File: src/sdcbs_pkg.sv
// package: command codes, bank states, timing counts and carrier structs
package sdcbs_pkg;
  // command strobe encodings (row, column, write strobe), active low
  localparam logic [2:0] SDCBS_ENC_ACT = 3'h3;
  localparam logic [2:0] SDCBS_ENC_RD = 3'h5;
  localparam logic [2:0] SDCBS_ENC_WR = 3'h4;
  localparam logic [2:0] SDCBS_ENC_PRE = 3'h2;
  localparam logic [2:0] SDCBS_ENC_BST = 3'h6;
  localparam logic [2:0] SDCBS_ENC_REF = 3'h1;
  localparam logic [2:0] SDCBS_ENC_MRS = 3'h0;
  localparam logic [2:0] SDCBS_ENC_NOP = 3'h7;
  // timing delays as nanoseconds, converted to cycles at 125 MHz
  localparam int SDCBS_CLK_PS = 8000;
  localparam int SDCBS_T_MODE_LOAD_NS = 16;
  localparam int SDCBS_T_PRECHARGE_NS = 24;
  localparam int SDCBS_T_ACT_ACCESS_NS = 24;
  localparam int SDCBS_T_REFRESH_NS = 144;
  localparam int SDCBS_T_WRITE_REC_NS = 16;
  localparam int SDCBS_T_SR_EXIT_NS = 200;
  localparam int SDCBS_T_PD_EXIT_NS = 8;
  localparam int SDCBS_BURST_LEN = 4;
  localparam int SDCBS_MRD_CYC = (SDCBS_T_MODE_LOAD_NS * 1000
    + SDCBS_CLK_PS - 1) / SDCBS_CLK_PS;
  localparam int SDCBS_RP_CYC = (SDCBS_T_PRECHARGE_NS * 1000
    + SDCBS_CLK_PS - 1) / SDCBS_CLK_PS;
  localparam int SDCBS_RCD_CYC = (SDCBS_T_ACT_ACCESS_NS * 1000
    + SDCBS_CLK_PS - 1) / SDCBS_CLK_PS;
  localparam int SDCBS_RFC_CYC = (SDCBS_T_REFRESH_NS * 1000
    + SDCBS_CLK_PS - 1) / SDCBS_CLK_PS;
  localparam int SDCBS_WR_CYC = (SDCBS_T_WRITE_REC_NS * 1000
    + SDCBS_CLK_PS - 1) / SDCBS_CLK_PS;
  localparam int SDCBS_XSR_CYC = (SDCBS_T_SR_EXIT_NS * 1000
    + SDCBS_CLK_PS - 1) / SDCBS_CLK_PS;
  localparam int SDCBS_XP_CYC = (SDCBS_T_PD_EXIT_NS * 1000
    + SDCBS_CLK_PS - 1) / SDCBS_CLK_PS;
  localparam int SDCBS_BURST_CYC = SDCBS_BURST_LEN / 2;
  localparam logic [7:0] SDCBS_CNT_RST = 8'h00;

  // decoded command kinds
  typedef enum logic [3:0] {
    SDCBS_C_NONE = 4'h0,
    SDCBS_C_ACT = 4'h1,
    SDCBS_C_RD = 4'h2,
    SDCBS_C_WR = 4'h3,
    SDCBS_C_PRE = 4'h4,
    SDCBS_C_BST = 4'h5,
    SDCBS_C_REF = 4'h6,
    SDCBS_C_MRS = 4'h7,
    SDCBS_C_SREF = 4'h8,
    SDCBS_C_DSLP = 4'h9
  } sdcbs_cmd_type;

  // per-bank state, one-hot
  typedef enum logic [6:0] {
    SDCBS_B_IDLE = 7'h01,
    SDCBS_B_ACTIVATING = 7'h02,
    SDCBS_B_ACTIVE = 7'h04,
    SDCBS_B_READING = 7'h08,
    SDCBS_B_WRITING = 7'h10,
    SDCBS_B_PRECHARGING = 7'h20,
    SDCBS_B_REFRESHING = 7'h40
  } sdcbs_bank_type;

  // device-wide mode, one-hot
  typedef enum logic [5:0] {
    SDCBS_D_NORMAL = 6'h01,
    SDCBS_D_BUSY = 6'h02,
    SDCBS_D_SELF_REF = 6'h04,
    SDCBS_D_SLEEP = 6'h08,
    SDCBS_D_PD = 6'h10,
    SDCBS_D_EXIT = 6'h20
  } sdcbs_dev_type;

  // sampled command bus
  typedef struct packed {
    logic chip_select_n;
    logic row_strobe_n;
    logic col_strobe_n;
    logic write_strobe_n;
    logic clock_gate;
    logic [1:0] bank_select;
    logic precharge_flag_bit;
  } sdcbs_bus_type;

  // write data word with its byte masks
  typedef struct packed {
    logic [15:0] data;
    logic [1:0] byte_mask;
  } sdcbs_wdata_type;
endpackage : sdcbs_pkg

File: src/sdcbs_core.sv
// command decoder and per-bank state tracker
`timescale 1ns/1ns
module sdcbs_core
  import sdcbs_pkg::*;
#(
  parameter int NB = 4,
  parameter int ROW_W = 14,
  parameter int MRD = SDCBS_MRD_CYC,
  parameter int RP = SDCBS_RP_CYC,
  parameter int RCD = SDCBS_RCD_CYC,
  parameter int RFC = SDCBS_RFC_CYC,
  parameter int WRC = SDCBS_WR_CYC,
  parameter int XSR = SDCBS_XSR_CYC,
  parameter int XP = SDCBS_XP_CYC,
  parameter int BCYC = SDCBS_BURST_CYC
) (
  input wire logic clk, // command clock
  input wire logic resetn, // asynchronous reset, active low
  input wire sdcbs_pkg::sdcbs_bus_type bus_in, // command pins
  input wire sdcbs_pkg::sdcbs_wdata_type wdata_in, // write data and masks
  input wire logic wdata_valid, // write data present
  output logic wdata_ready, // write data accepted
  output logic [15:0] store_data, // word to the array
  output logic [1:0] store_byte_en, // bytes written, mask low
  output logic store_valid, // array write strobe
  input wire logic store_ready, // array accepts store
  output logic [3:0] cmd_code_q, // last decoded command
  output logic [NB*7-1:0] bank_state_q, // one-hot state per bank
  output logic [5:0] dev_state_q, // one-hot device mode
  output logic [ROW_W-1:0] refresh_row_q, // internal refresh row
  output logic illegal_q // illegal command seen
);
  import sdcbs_pkg::*;

  logic [1:0] rst_sync_q;
  logic rst_n;
  sdcbs_bus_type s1_q;
  sdcbs_bus_type s2_q;
  logic cg_prev_q;
  sdcbs_cmd_type cmd;
  sdcbs_bank_type st_q [NB];
  logic [7:0] bcnt_q [NB];
  logic [7:0] acnt_q [NB];
  logic ap_q [NB];
  logic [7:0] dcnt_q;
  sdcbs_dev_type dev_q;
  logic [1:0] last_rd_bank_q;
  logic last_rd_live_q;
  logic bad;
  logic all_idle;
  logic [15:0] bd;
  logic [1:0] bm;
  logic bv;

  // cut an int count to counter width
  function automatic logic [7:0] cyc(input int n);
    cyc = (n < 1) ? 8'h01 : n[7:0];
  endfunction : cyc

  // reset release through two flip-flops
  always_ff @(posedge clk or negedge resetn) begin
    if (!resetn) begin
      rst_sync_q <= 2'h0;
    end else begin
      rst_sync_q <= {rst_sync_q[0], 1'b1};
    end
  end
  assign rst_n = rst_sync_q[1];

  // pins pass two flip-flops before decode
  always_ff @(posedge clk or negedge rst_n) begin
    if (!rst_n) begin
      s1_q <= '1;
      s2_q <= '1;
      cg_prev_q <= 1'b0;
    end else begin
      s1_q <= bus_in;
      s2_q <= s1_q;
      cg_prev_q <= s2_q.clock_gate;
    end
  end

  // command decode
  always_comb begin
    cmd = SDCBS_C_NONE;
    if (!s2_q.chip_select_n) begin
      case ({s2_q.row_strobe_n, s2_q.col_strobe_n,
             s2_q.write_strobe_n})
        SDCBS_ENC_ACT: cmd = SDCBS_C_ACT;
        SDCBS_ENC_RD: cmd = SDCBS_C_RD;
        SDCBS_ENC_WR: cmd = SDCBS_C_WR;
        SDCBS_ENC_PRE: cmd = SDCBS_C_PRE;
        SDCBS_ENC_BST: cmd = s2_q.clock_gate ? SDCBS_C_BST
                                             : SDCBS_C_DSLP;
        SDCBS_ENC_REF: cmd = s2_q.clock_gate ? SDCBS_C_REF
                                             : SDCBS_C_SREF;
        SDCBS_ENC_MRS: cmd = SDCBS_C_MRS;
        default: cmd = SDCBS_C_NONE;
      endcase
    end
    // rules apply only with gate high on two edges in normal mode;
    // a falling gate lets only self refresh or deep sleep entry pass
    if (dev_q != SDCBS_D_NORMAL || !cg_prev_q) begin
      cmd = SDCBS_C_NONE;
    end else if (!s2_q.clock_gate && cmd != SDCBS_C_SREF &&
                 cmd != SDCBS_C_DSLP) begin
      cmd = SDCBS_C_NONE;
    end
  end

  // all banks idle check and legality of the command
  always_comb begin
    all_idle = 1'b1;
    for (int i = 0; i < NB; i++) begin
      if (st_q[i] != SDCBS_B_IDLE) all_idle = 1'b0;
    end
    bad = 1'b0;
    case (cmd)
      SDCBS_C_ACT: bad = st_q[s2_q.bank_select] != SDCBS_B_IDLE;
      SDCBS_C_RD, SDCBS_C_WR: begin
        bad = !(st_q[s2_q.bank_select] == SDCBS_B_ACTIVE ||
                ((st_q[s2_q.bank_select] == SDCBS_B_READING ||
                  st_q[s2_q.bank_select] == SDCBS_B_WRITING) &&
                 !ap_q[s2_q.bank_select]));
      end
      SDCBS_C_REF, SDCBS_C_MRS, SDCBS_C_SREF,
      SDCBS_C_DSLP: bad = !all_idle;
      default: bad = 1'b0;
    endcase
  end

  // per-bank state machines
  always_ff @(posedge clk or negedge rst_n) begin
    if (!rst_n) begin
      for (int i = 0; i < NB; i++) begin
        st_q[i] <= SDCBS_B_IDLE;
        bcnt_q[i] <= SDCBS_CNT_RST;
        acnt_q[i] <= SDCBS_CNT_RST;
        ap_q[i] <= 1'b0;
      end
    end else begin
      for (int i = 0; i < NB; i++) begin
        logic hit;
        hit = s2_q.bank_select == i[1:0];
        if (bcnt_q[i] != 8'h00) bcnt_q[i] <= bcnt_q[i] - 8'h01;
        case (st_q[i])
          SDCBS_B_ACTIVATING: if (bcnt_q[i] <= 8'h01) begin
            st_q[i] <= SDCBS_B_ACTIVE;
          end
          SDCBS_B_PRECHARGING: if (bcnt_q[i] <= 8'h01) begin
            st_q[i] <= SDCBS_B_IDLE;
          end
          SDCBS_B_REFRESHING: if (bcnt_q[i] <= 8'h01) begin
            st_q[i] <= SDCBS_B_IDLE;
          end
          SDCBS_B_READING, SDCBS_B_WRITING: begin
            if (acnt_q[i] != 8'h00) acnt_q[i] <= acnt_q[i] - 8'h01;
            if (acnt_q[i] <= 8'h01) begin
              if (ap_q[i]) begin
                st_q[i] <= SDCBS_B_PRECHARGING;
                bcnt_q[i] <= cyc(RP);
              end else begin
                st_q[i] <= SDCBS_B_ACTIVE;
              end
            end
          end
          default: ;
        endcase
        if (!bad) begin
          case (cmd)
            SDCBS_C_ACT: if (hit) begin
              st_q[i] <= SDCBS_B_ACTIVATING;
              bcnt_q[i] <= cyc(RCD);
            end
            SDCBS_C_RD, SDCBS_C_WR: if (hit) begin
              st_q[i] <= (cmd == SDCBS_C_RD) ? SDCBS_B_READING
                                             : SDCBS_B_WRITING;
              ap_q[i] <= s2_q.precharge_flag_bit;
              acnt_q[i] <= (cmd == SDCBS_C_RD) ? cyc(BCYC)
                                               : cyc(BCYC + WRC);
            end
            SDCBS_C_PRE: begin
              if ((s2_q.precharge_flag_bit || hit) &&
                  st_q[i] != SDCBS_B_IDLE) begin
                st_q[i] <= SDCBS_B_PRECHARGING;
                bcnt_q[i] <= cyc(RP);
              end
            end
            SDCBS_C_BST: begin
              if (last_rd_live_q && last_rd_bank_q == i[1:0] &&
                  st_q[i] == SDCBS_B_READING && !ap_q[i]) begin
                st_q[i] <= SDCBS_B_ACTIVE;
              end
            end
            SDCBS_C_REF: begin
              st_q[i] <= SDCBS_B_REFRESHING;
              bcnt_q[i] <= cyc(RFC);
            end
            SDCBS_C_MRS: begin
              st_q[i] <= SDCBS_B_REFRESHING;
              bcnt_q[i] <= cyc(MRD);
            end
            default: ;
          endcase
        end
      end
    end
  end

  // track most recent plain read for burst terminate
  always_ff @(posedge clk or negedge rst_n) begin
    if (!rst_n) begin
      last_rd_bank_q <= 2'h0;
      last_rd_live_q <= 1'b0;
    end else if (!bad && cmd == SDCBS_C_RD) begin
      last_rd_bank_q <= s2_q.bank_select;
      last_rd_live_q <= !s2_q.precharge_flag_bit;
    end else if (!bad && (cmd == SDCBS_C_BST || cmd == SDCBS_C_WR)) begin
      last_rd_live_q <= 1'b0;
    end
  end

  // device-wide mode: self refresh, deep sleep, power-down, exits
  always_ff @(posedge clk or negedge rst_n) begin
    if (!rst_n) begin
      dev_q <= SDCBS_D_NORMAL;
      dcnt_q <= SDCBS_CNT_RST;
    end else begin
      case (dev_q)
        SDCBS_D_NORMAL: begin
          if (!bad && cmd == SDCBS_C_SREF) begin
            dev_q <= SDCBS_D_SELF_REF;
          end else if (!bad && cmd == SDCBS_C_DSLP) begin
            dev_q <= SDCBS_D_SLEEP;
          end else if (cg_prev_q && !s2_q.clock_gate) begin
            dev_q <= SDCBS_D_PD;
          end
        end
        SDCBS_D_SELF_REF: if (s2_q.clock_gate) begin
          dev_q <= SDCBS_D_EXIT;
          dcnt_q <= cyc(XSR);
        end
        SDCBS_D_PD: if (s2_q.clock_gate) begin
          dev_q <= SDCBS_D_EXIT;
          dcnt_q <= cyc(XP);
        end
        SDCBS_D_SLEEP: if (s2_q.clock_gate) begin
          dev_q <= SDCBS_D_EXIT; // full init is the controller's task
          dcnt_q <= cyc(XP);
        end
        SDCBS_D_EXIT: begin
          dcnt_q <= dcnt_q - 8'h01;
          if (dcnt_q <= 8'h01) dev_q <= SDCBS_D_NORMAL;
        end
        default: dev_q <= SDCBS_D_NORMAL;
      endcase
    end
  end

  // internal refresh row counter, address inputs ignored
  always_ff @(posedge clk or negedge rst_n) begin
    if (!rst_n) begin
      refresh_row_q <= '0;
    end else if (!bad && (cmd == SDCBS_C_REF ||
                          dev_q == SDCBS_D_SELF_REF)) begin
      refresh_row_q <= refresh_row_q + 1'b1;
    end
  end

  // write data buffer, masked bytes never enabled
  sdcbs_buf2 #(.W(18)) u_buf (
    .clk(clk),
    .rst_n(rst_n),
    .in_data(wdata_in),
    .in_valid(wdata_valid),
    .in_ready(wdata_ready),
    .out_data({bd, bm}),
    .out_valid(bv),
    .out_ready(store_ready || !store_valid)
  );

  // array store register
  always_ff @(posedge clk or negedge rst_n) begin
    if (!rst_n) begin
      store_data <= 16'h0000;
      store_byte_en <= 2'h0;
      store_valid <= 1'b0;
    end else if (store_ready || !store_valid) begin
      store_valid <= bv;
      store_data <= bd;
      store_byte_en <= ~bm;
    end
  end

  // status outputs
  always_ff @(posedge clk or negedge rst_n) begin
    if (!rst_n) begin
      cmd_code_q <= 4'h0;
      for (int i = 0; i < NB; i++) begin
        bank_state_q[i*7 +: 7] <= SDCBS_B_IDLE;
      end
      dev_state_q <= 6'h01;
      illegal_q <= 1'b0;
    end else begin
      cmd_code_q <= cmd;
      for (int i = 0; i < NB; i++) begin
        bank_state_q[i*7 +: 7] <= st_q[i];
      end
      dev_state_q <= dev_q;
      illegal_q <= bad && cmd != SDCBS_C_NONE;
    end
  end
endmodule : sdcbs_core

File: src/sdcbs_buf2.sv
// two-entry valid/ready buffer for write data
`timescale 1ns/1ns
module sdcbs_buf2 #(
  parameter int W = 18
) (
  input wire logic clk, // clock
  input wire logic rst_n, // synchronised reset, active low
  input wire logic [W-1:0] in_data, // incoming word
  input wire logic in_valid, // incoming word present
  output logic in_ready, // room for a word
  output logic [W-1:0] out_data, // oldest word
  output logic out_valid, // oldest word present
  input wire logic out_ready // drain accepts
);
  logic [W-1:0] mem_q [2];
  logic rd_q;
  logic wr_q;
  logic [1:0] cnt_q;
  logic [1:0] cnt_d;
  logic push;
  logic pop;

  // handshakes on both sides
  assign push = in_valid && in_ready;
  assign pop = out_valid && out_ready;
  assign cnt_d = cnt_q + {1'b0, push} - {1'b0, pop};
  assign out_valid = cnt_q != 2'h0;
  assign out_data = mem_q[rd_q];

  // storage and pointers
  always_ff @(posedge clk or negedge rst_n) begin
    if (!rst_n) begin
      rd_q <= 1'b0;
      wr_q <= 1'b0;
      cnt_q <= 2'h0;
      in_ready <= 1'b1;
      mem_q[0] <= '0;
      mem_q[1] <= '0;
    end else begin
      if (push) begin
        mem_q[wr_q] <= in_data;
        wr_q <= ~wr_q;
      end
      if (pop) begin
        rd_q <= ~rd_q;
      end
      cnt_q <= cnt_d;
      in_ready <= cnt_d != 2'h2; // room flag kept in a flop
    end
  end
endmodule : sdcbs_buf2

File: config.mk
export PLATFORM = sky130hd
export DESIGN_NAME = sdcbs_core
export DESIGN_NICKNAME = d
export VERILOG_FILES = /design/src/sdcbs_pkg.sv /design/src/sdcbs_core.sv /design/src/sdcbs_buf2.sv
export SDC_FILE = /design/constraint.sdc
export NUM_CORES = 1
export LEC_CHECK = 0
export BUFFER_PORTS_ARGS = -buffer_cell sky130_fd_sc_hd__buf_2
export CORE_MARGIN = 10
export CORE_UTILIZATION = 32
export CTS_CLUSTER_DIAMETER = 40
export DETAILED_ROUTE_END_ITERATION = 6
export GPL_TIMING_DRIVEN = 0
export SLEW_MARGIN = 20
export SYNTH_ARGS = -nofsm -noshare
export SYNTH_HDL_FRONTEND = slang
export SYNTH_HIERARCHICAL = 1
export SYNTH_SLANG_ARGS = --single-unit
export TNS_END_PERCENT = 30
File: constraint.sdc
create_clock -name clk -period 22.1 [get_ports clk]
set_clock_uncertainty 0.05 [all_clocks]
set_input_delay 4.42 -clock clk [delete_from_list [all_inputs] [get_ports clk]]
set_output_delay 4.42 -clock clk [all_outputs]
set_load 0.02 [all_outputs]
==> metrics.md <==
| Metric | Value |
|---|---|
| Share of post-route cells with drive strength above 1 | `26.6%` |
| Critical path, cell by cell | `buf_2` |
| Post-synthesis mux area share | `9.80%` |
| Main combinational cell family by area after synthesis | `simple AND/OR/NAND/NOR gates` |
| CP max stage cell | `dfstp_2` |
| Fraction of the mapped netlist area in adder cells | `2.25%` |
| Antenna Nets Post-Route | `0` |
| Psw | `608 uW` |
| Initial antenna violation count | `1` |
| CTS tree | `built` |
| Period utilisation layout | `26.3%` |
| Lkg Pwr | `6.60 nW` |
| # diodes | `0` |
| Root buf cell | `clkbuf_16` |
| Mapped Area | `0.0117 mm2` |
| Max-Cap Viols | `0` |
| Slew Limit Fails | `0` |
| Number of synthesized register bits | `243` |
| Postcts setup bufs | `0` |
| Top-area cell type share of the netlist area | `46.2%` |
| Synth Instances | `1068` |
| Crit-path max FO | `4` |
| Combinational Power Share | `26.4%` |
| Min Hold Slack | `234 ps` |
| Clock Pin Slew Worst Setup and Hold Paths | `50 ps` |
| Worst EP arrival | `1340 ps` |
| Internal Pwr Total | `1.28 mW` |
| Area growth syn-to-layout | `24.1%` |
| Setup violators final | `0` |
| GRT Overall Usage | `13.9%` |
| Drt initial violations | `678` |
| Die width | `211 um` |
| Fmax | `172 MHz` |
| Synth Area in XOR/XNOR | `5.16%` |
| P per Cell Area | `130 mW/mm2` |
| WL final | `31300 um` |
| Post-DR wirelength/cell | `18.2 um` |
| Slew HR | `30.3%` |
| CP required | `17630 ps` |
| Post-synthesis sequential area ratio | `52.2%` |
| Synth Area in Compound Gates | `9.71%` |
| Peak supply drop | `48.2 uV` |
| Vias | `8875` |
| Syn. warnings | `6` |
| Worst setup EP type | `output port` |
| CTS Sinks | `243` |
| Clock share of power | `38.4%` |
| Detailed Place HPWL | `22200 um` |
| Die area | `0.0446 mm2` |
| Worst Tran Pin Value | `1040 ps` |
| CORE AREA | `0.0358 mm2` |
| Synth async-reset ratio | `100%` |
| DRT Pass-1 Iters | `6` |
| Startpoint class of the critical path | `register` |
| Yosys top cell by area | `dfrtp_1` |
| CTS resizes | `0` |
| Hold buffer count at CTS | `0` |
| Post-route DRC | `0` |
| HP Class | `reg2async` |
| CP Buf/Inv Count | `1` |
| Status | `complete, no violations` |
| FP Rows | `69` |
| Clock buffer depth | `3` |
| Yosys cell types | `83` |
| H-tree depth | `2` |
| Seq pwr share | `35.1%` |
| Final Total Pwr | `1.88 mW` |
| Max incr delay on CP | `600 ps` |
| Fin crit period | `5810 ps` |
| DIE HEIGHT | `211 um` |
| Avg Cell Area, Syn | `11.0 um2` |
| Net switching fraction of the power | `32.2%` |
| NumNets Final | `1272` |
| CP delay by family, top | `flip-flops` |
| Synth area leaders | `dfrtp_1, dfstp_2, mux2_2, nor2_1, xnor2_1` |
| Vias in the first global route | `9013` |
| Ports | `103` |
| Initial core utilization | `32.7%` |
| Synth Flop Type | `dfrtp_1` |
| Top-count cell post-synth | `dfrtp_1` |
| Setup CP Type | `reg2out` |
| Post-synth top cells | `dfrtp_1, nor2_1, nand2_1` |
| EDFF count, synth | `0` |
| First-pass GRT wire length | `49800 um` |
| Clk_lat worst skew | `560 ps` |
| Total congestion overflow | `0` |
| Pin count of the biggest net entering global routing | `59` |
| Hold Fails Final Rpt | `0` |
| Number of vias per cell | `5.17` |
| IO Port Bufs | `101` |
| RSZ-0062 raised after global routing | `no` |
| Setup_tns | `0 ps` |
| RD Place Congestion | `0.984` |
| Total CTS buffers | `44` |
| Mapped Nets | `1119` |
| Simple-gate share of the synthesized area | `18.9%` |
[per-stage QoR]
| step | instances | util [%] | instance area [um2] | worst slack (ps) |
|---|---|---|---|---|
| 2_1_floorplan | 1068 | - | 11700 | 14820 |
| 3_3_place_gp | 1630 | 35.7 | 12800 | 11800 |
| 3_5_place_dp | 1636 | 36.1 | 12900 | 15750 |
| 4_1_cts | 1718 | 40.5 | 14500 | 16250 |
| 5_1_grt | 1718 | 40.5 | 14500 | 16160 |
| 6_report | 1718 | 40.5 | 14500 | 16290 |
[power groups by stage]
stage | combinational [mW] | sequential [mW] | clock (mW)
2_1_floorplan | 0.335 | 0.687 | 0
3_3_place_gp | 0.477 | 0.671 | 0
3_5_place_dp | 0.498 | 0.666 | 0
4_1_cts | 0.500 | 0.662 | 0.742
5_1_grt | 0.549 | 0.679 | 0.765
6_report | 0.498 | 0.662 | 0.724
[cell type report]
type                            count  area, um2
Buffer                             25        126
Fill cell                        3413      21300
Inverter                           24       90.1
Clock inverter                     31        434
Timing Repair Buffer              107        628
Multi-Input combinational cell    776       5390
Sequential cell                   243       6120
Tap cell                          461        577
Clock buffer                       51       1160
[logic make-up after synthesis]
| family | count (synthesis) |
|---|---|
| simple gates | 426 |
| flops | 243 |
| compound gates | 168 |
| mux | 90 |
| xor+xnor | 69 |
| buf+inv | 49 |
| fa+ha+maj | 21 |
| other cells | 2 |
[per-layer routing]
layer / routed length [um] / part of all wire [%] / up-vias / GRT usage (%)
li1: - / - / 4194 / -
met1: 14200 / 46 / 4327 / 18.4
met2: 14000 / 45 / 277 / 21.0
met3: 2100 / 6.7 / 77 / 3.95
met4: 963 / 3.1 / 0 / 5.47
met5: 0 / 0 / - / 0
[path summary, 6_finish.rpt]
check | to | start | slack [ps] | cells after the start
worst max-delay path | wdata_ready | u_buf/in_ready$_DFF_PN1_ | 16290 | 1
worst min-delay path | store_data[8]$_DFFE_PN0P_ | rst_sync_q[1]$_DFF_PN0_ | 230 | 0
worst max register to register | acnt_q[9]$_DFF_PN0_ | s2_q[2]$_DFF_PN1_ | 18670 | 7
worst min register to register | store_data[8]$_DFFE_PN0P_ | rst_sync_q[1]$_DFF_PN0_ | 230 | 0
max in group asynchronous | rst_sync_q[1]$_DFF_PN0_ | resetn | 18300 | 1
min in group clk | s2_q[5]$_DFF_PN1_ | s1_q[5]$_DFF_PN1_ | 300 | 0
[cells in the final DEF, fill, tap and decap left out, types with 7 or more instances in the layout]
cell type  instances
dfstp_2           27
a21oi_1           29
nand4_1           12
dfrtp_1          215
nand2b_1          17
and2_1             8
mux2_2            57
bufinv_16          8
nor4_1            24
nor2_1           122
ha_1              21
or4_1              7
a31oi_1           15
xor2_1            22
clkinv_4           9
mux2_4            20
o22ai_1            7
nor3b_1            7
clkbuf_16         45
nor3_1            49
o211ai_1           8
mux2i_1            7
inv_1             24
xnor2_1           47
nor2b_1           10
o21ai_0           42
and3_1             7
nand2_1           86
buf_2            106
or3_1             16
nand3_1           24
a211oi_1           8
clkbuf_1          18
[flip-flops by register name, summed over array words and instances (netlist names), 4 cells and up]
| name | cells |
|---|---|
| dev_state_q | 5 |
| dev_q | 5 |
| bcnt_q | 32 |
| bank_state_q | 28 |
| acnt_q | 32 |
| s2_q | 8 |
| u_buf/mem_q | 36 |
| st_q | 28 |
| store_data | 16 |
| refresh_row_q | 14 |
| dcnt_q | 8 |
| cmd_code_q | 4 |
| s1_q | 8 |
| ap_q | 4 |
Note: power is estimated with default switching activity, not from simulation.
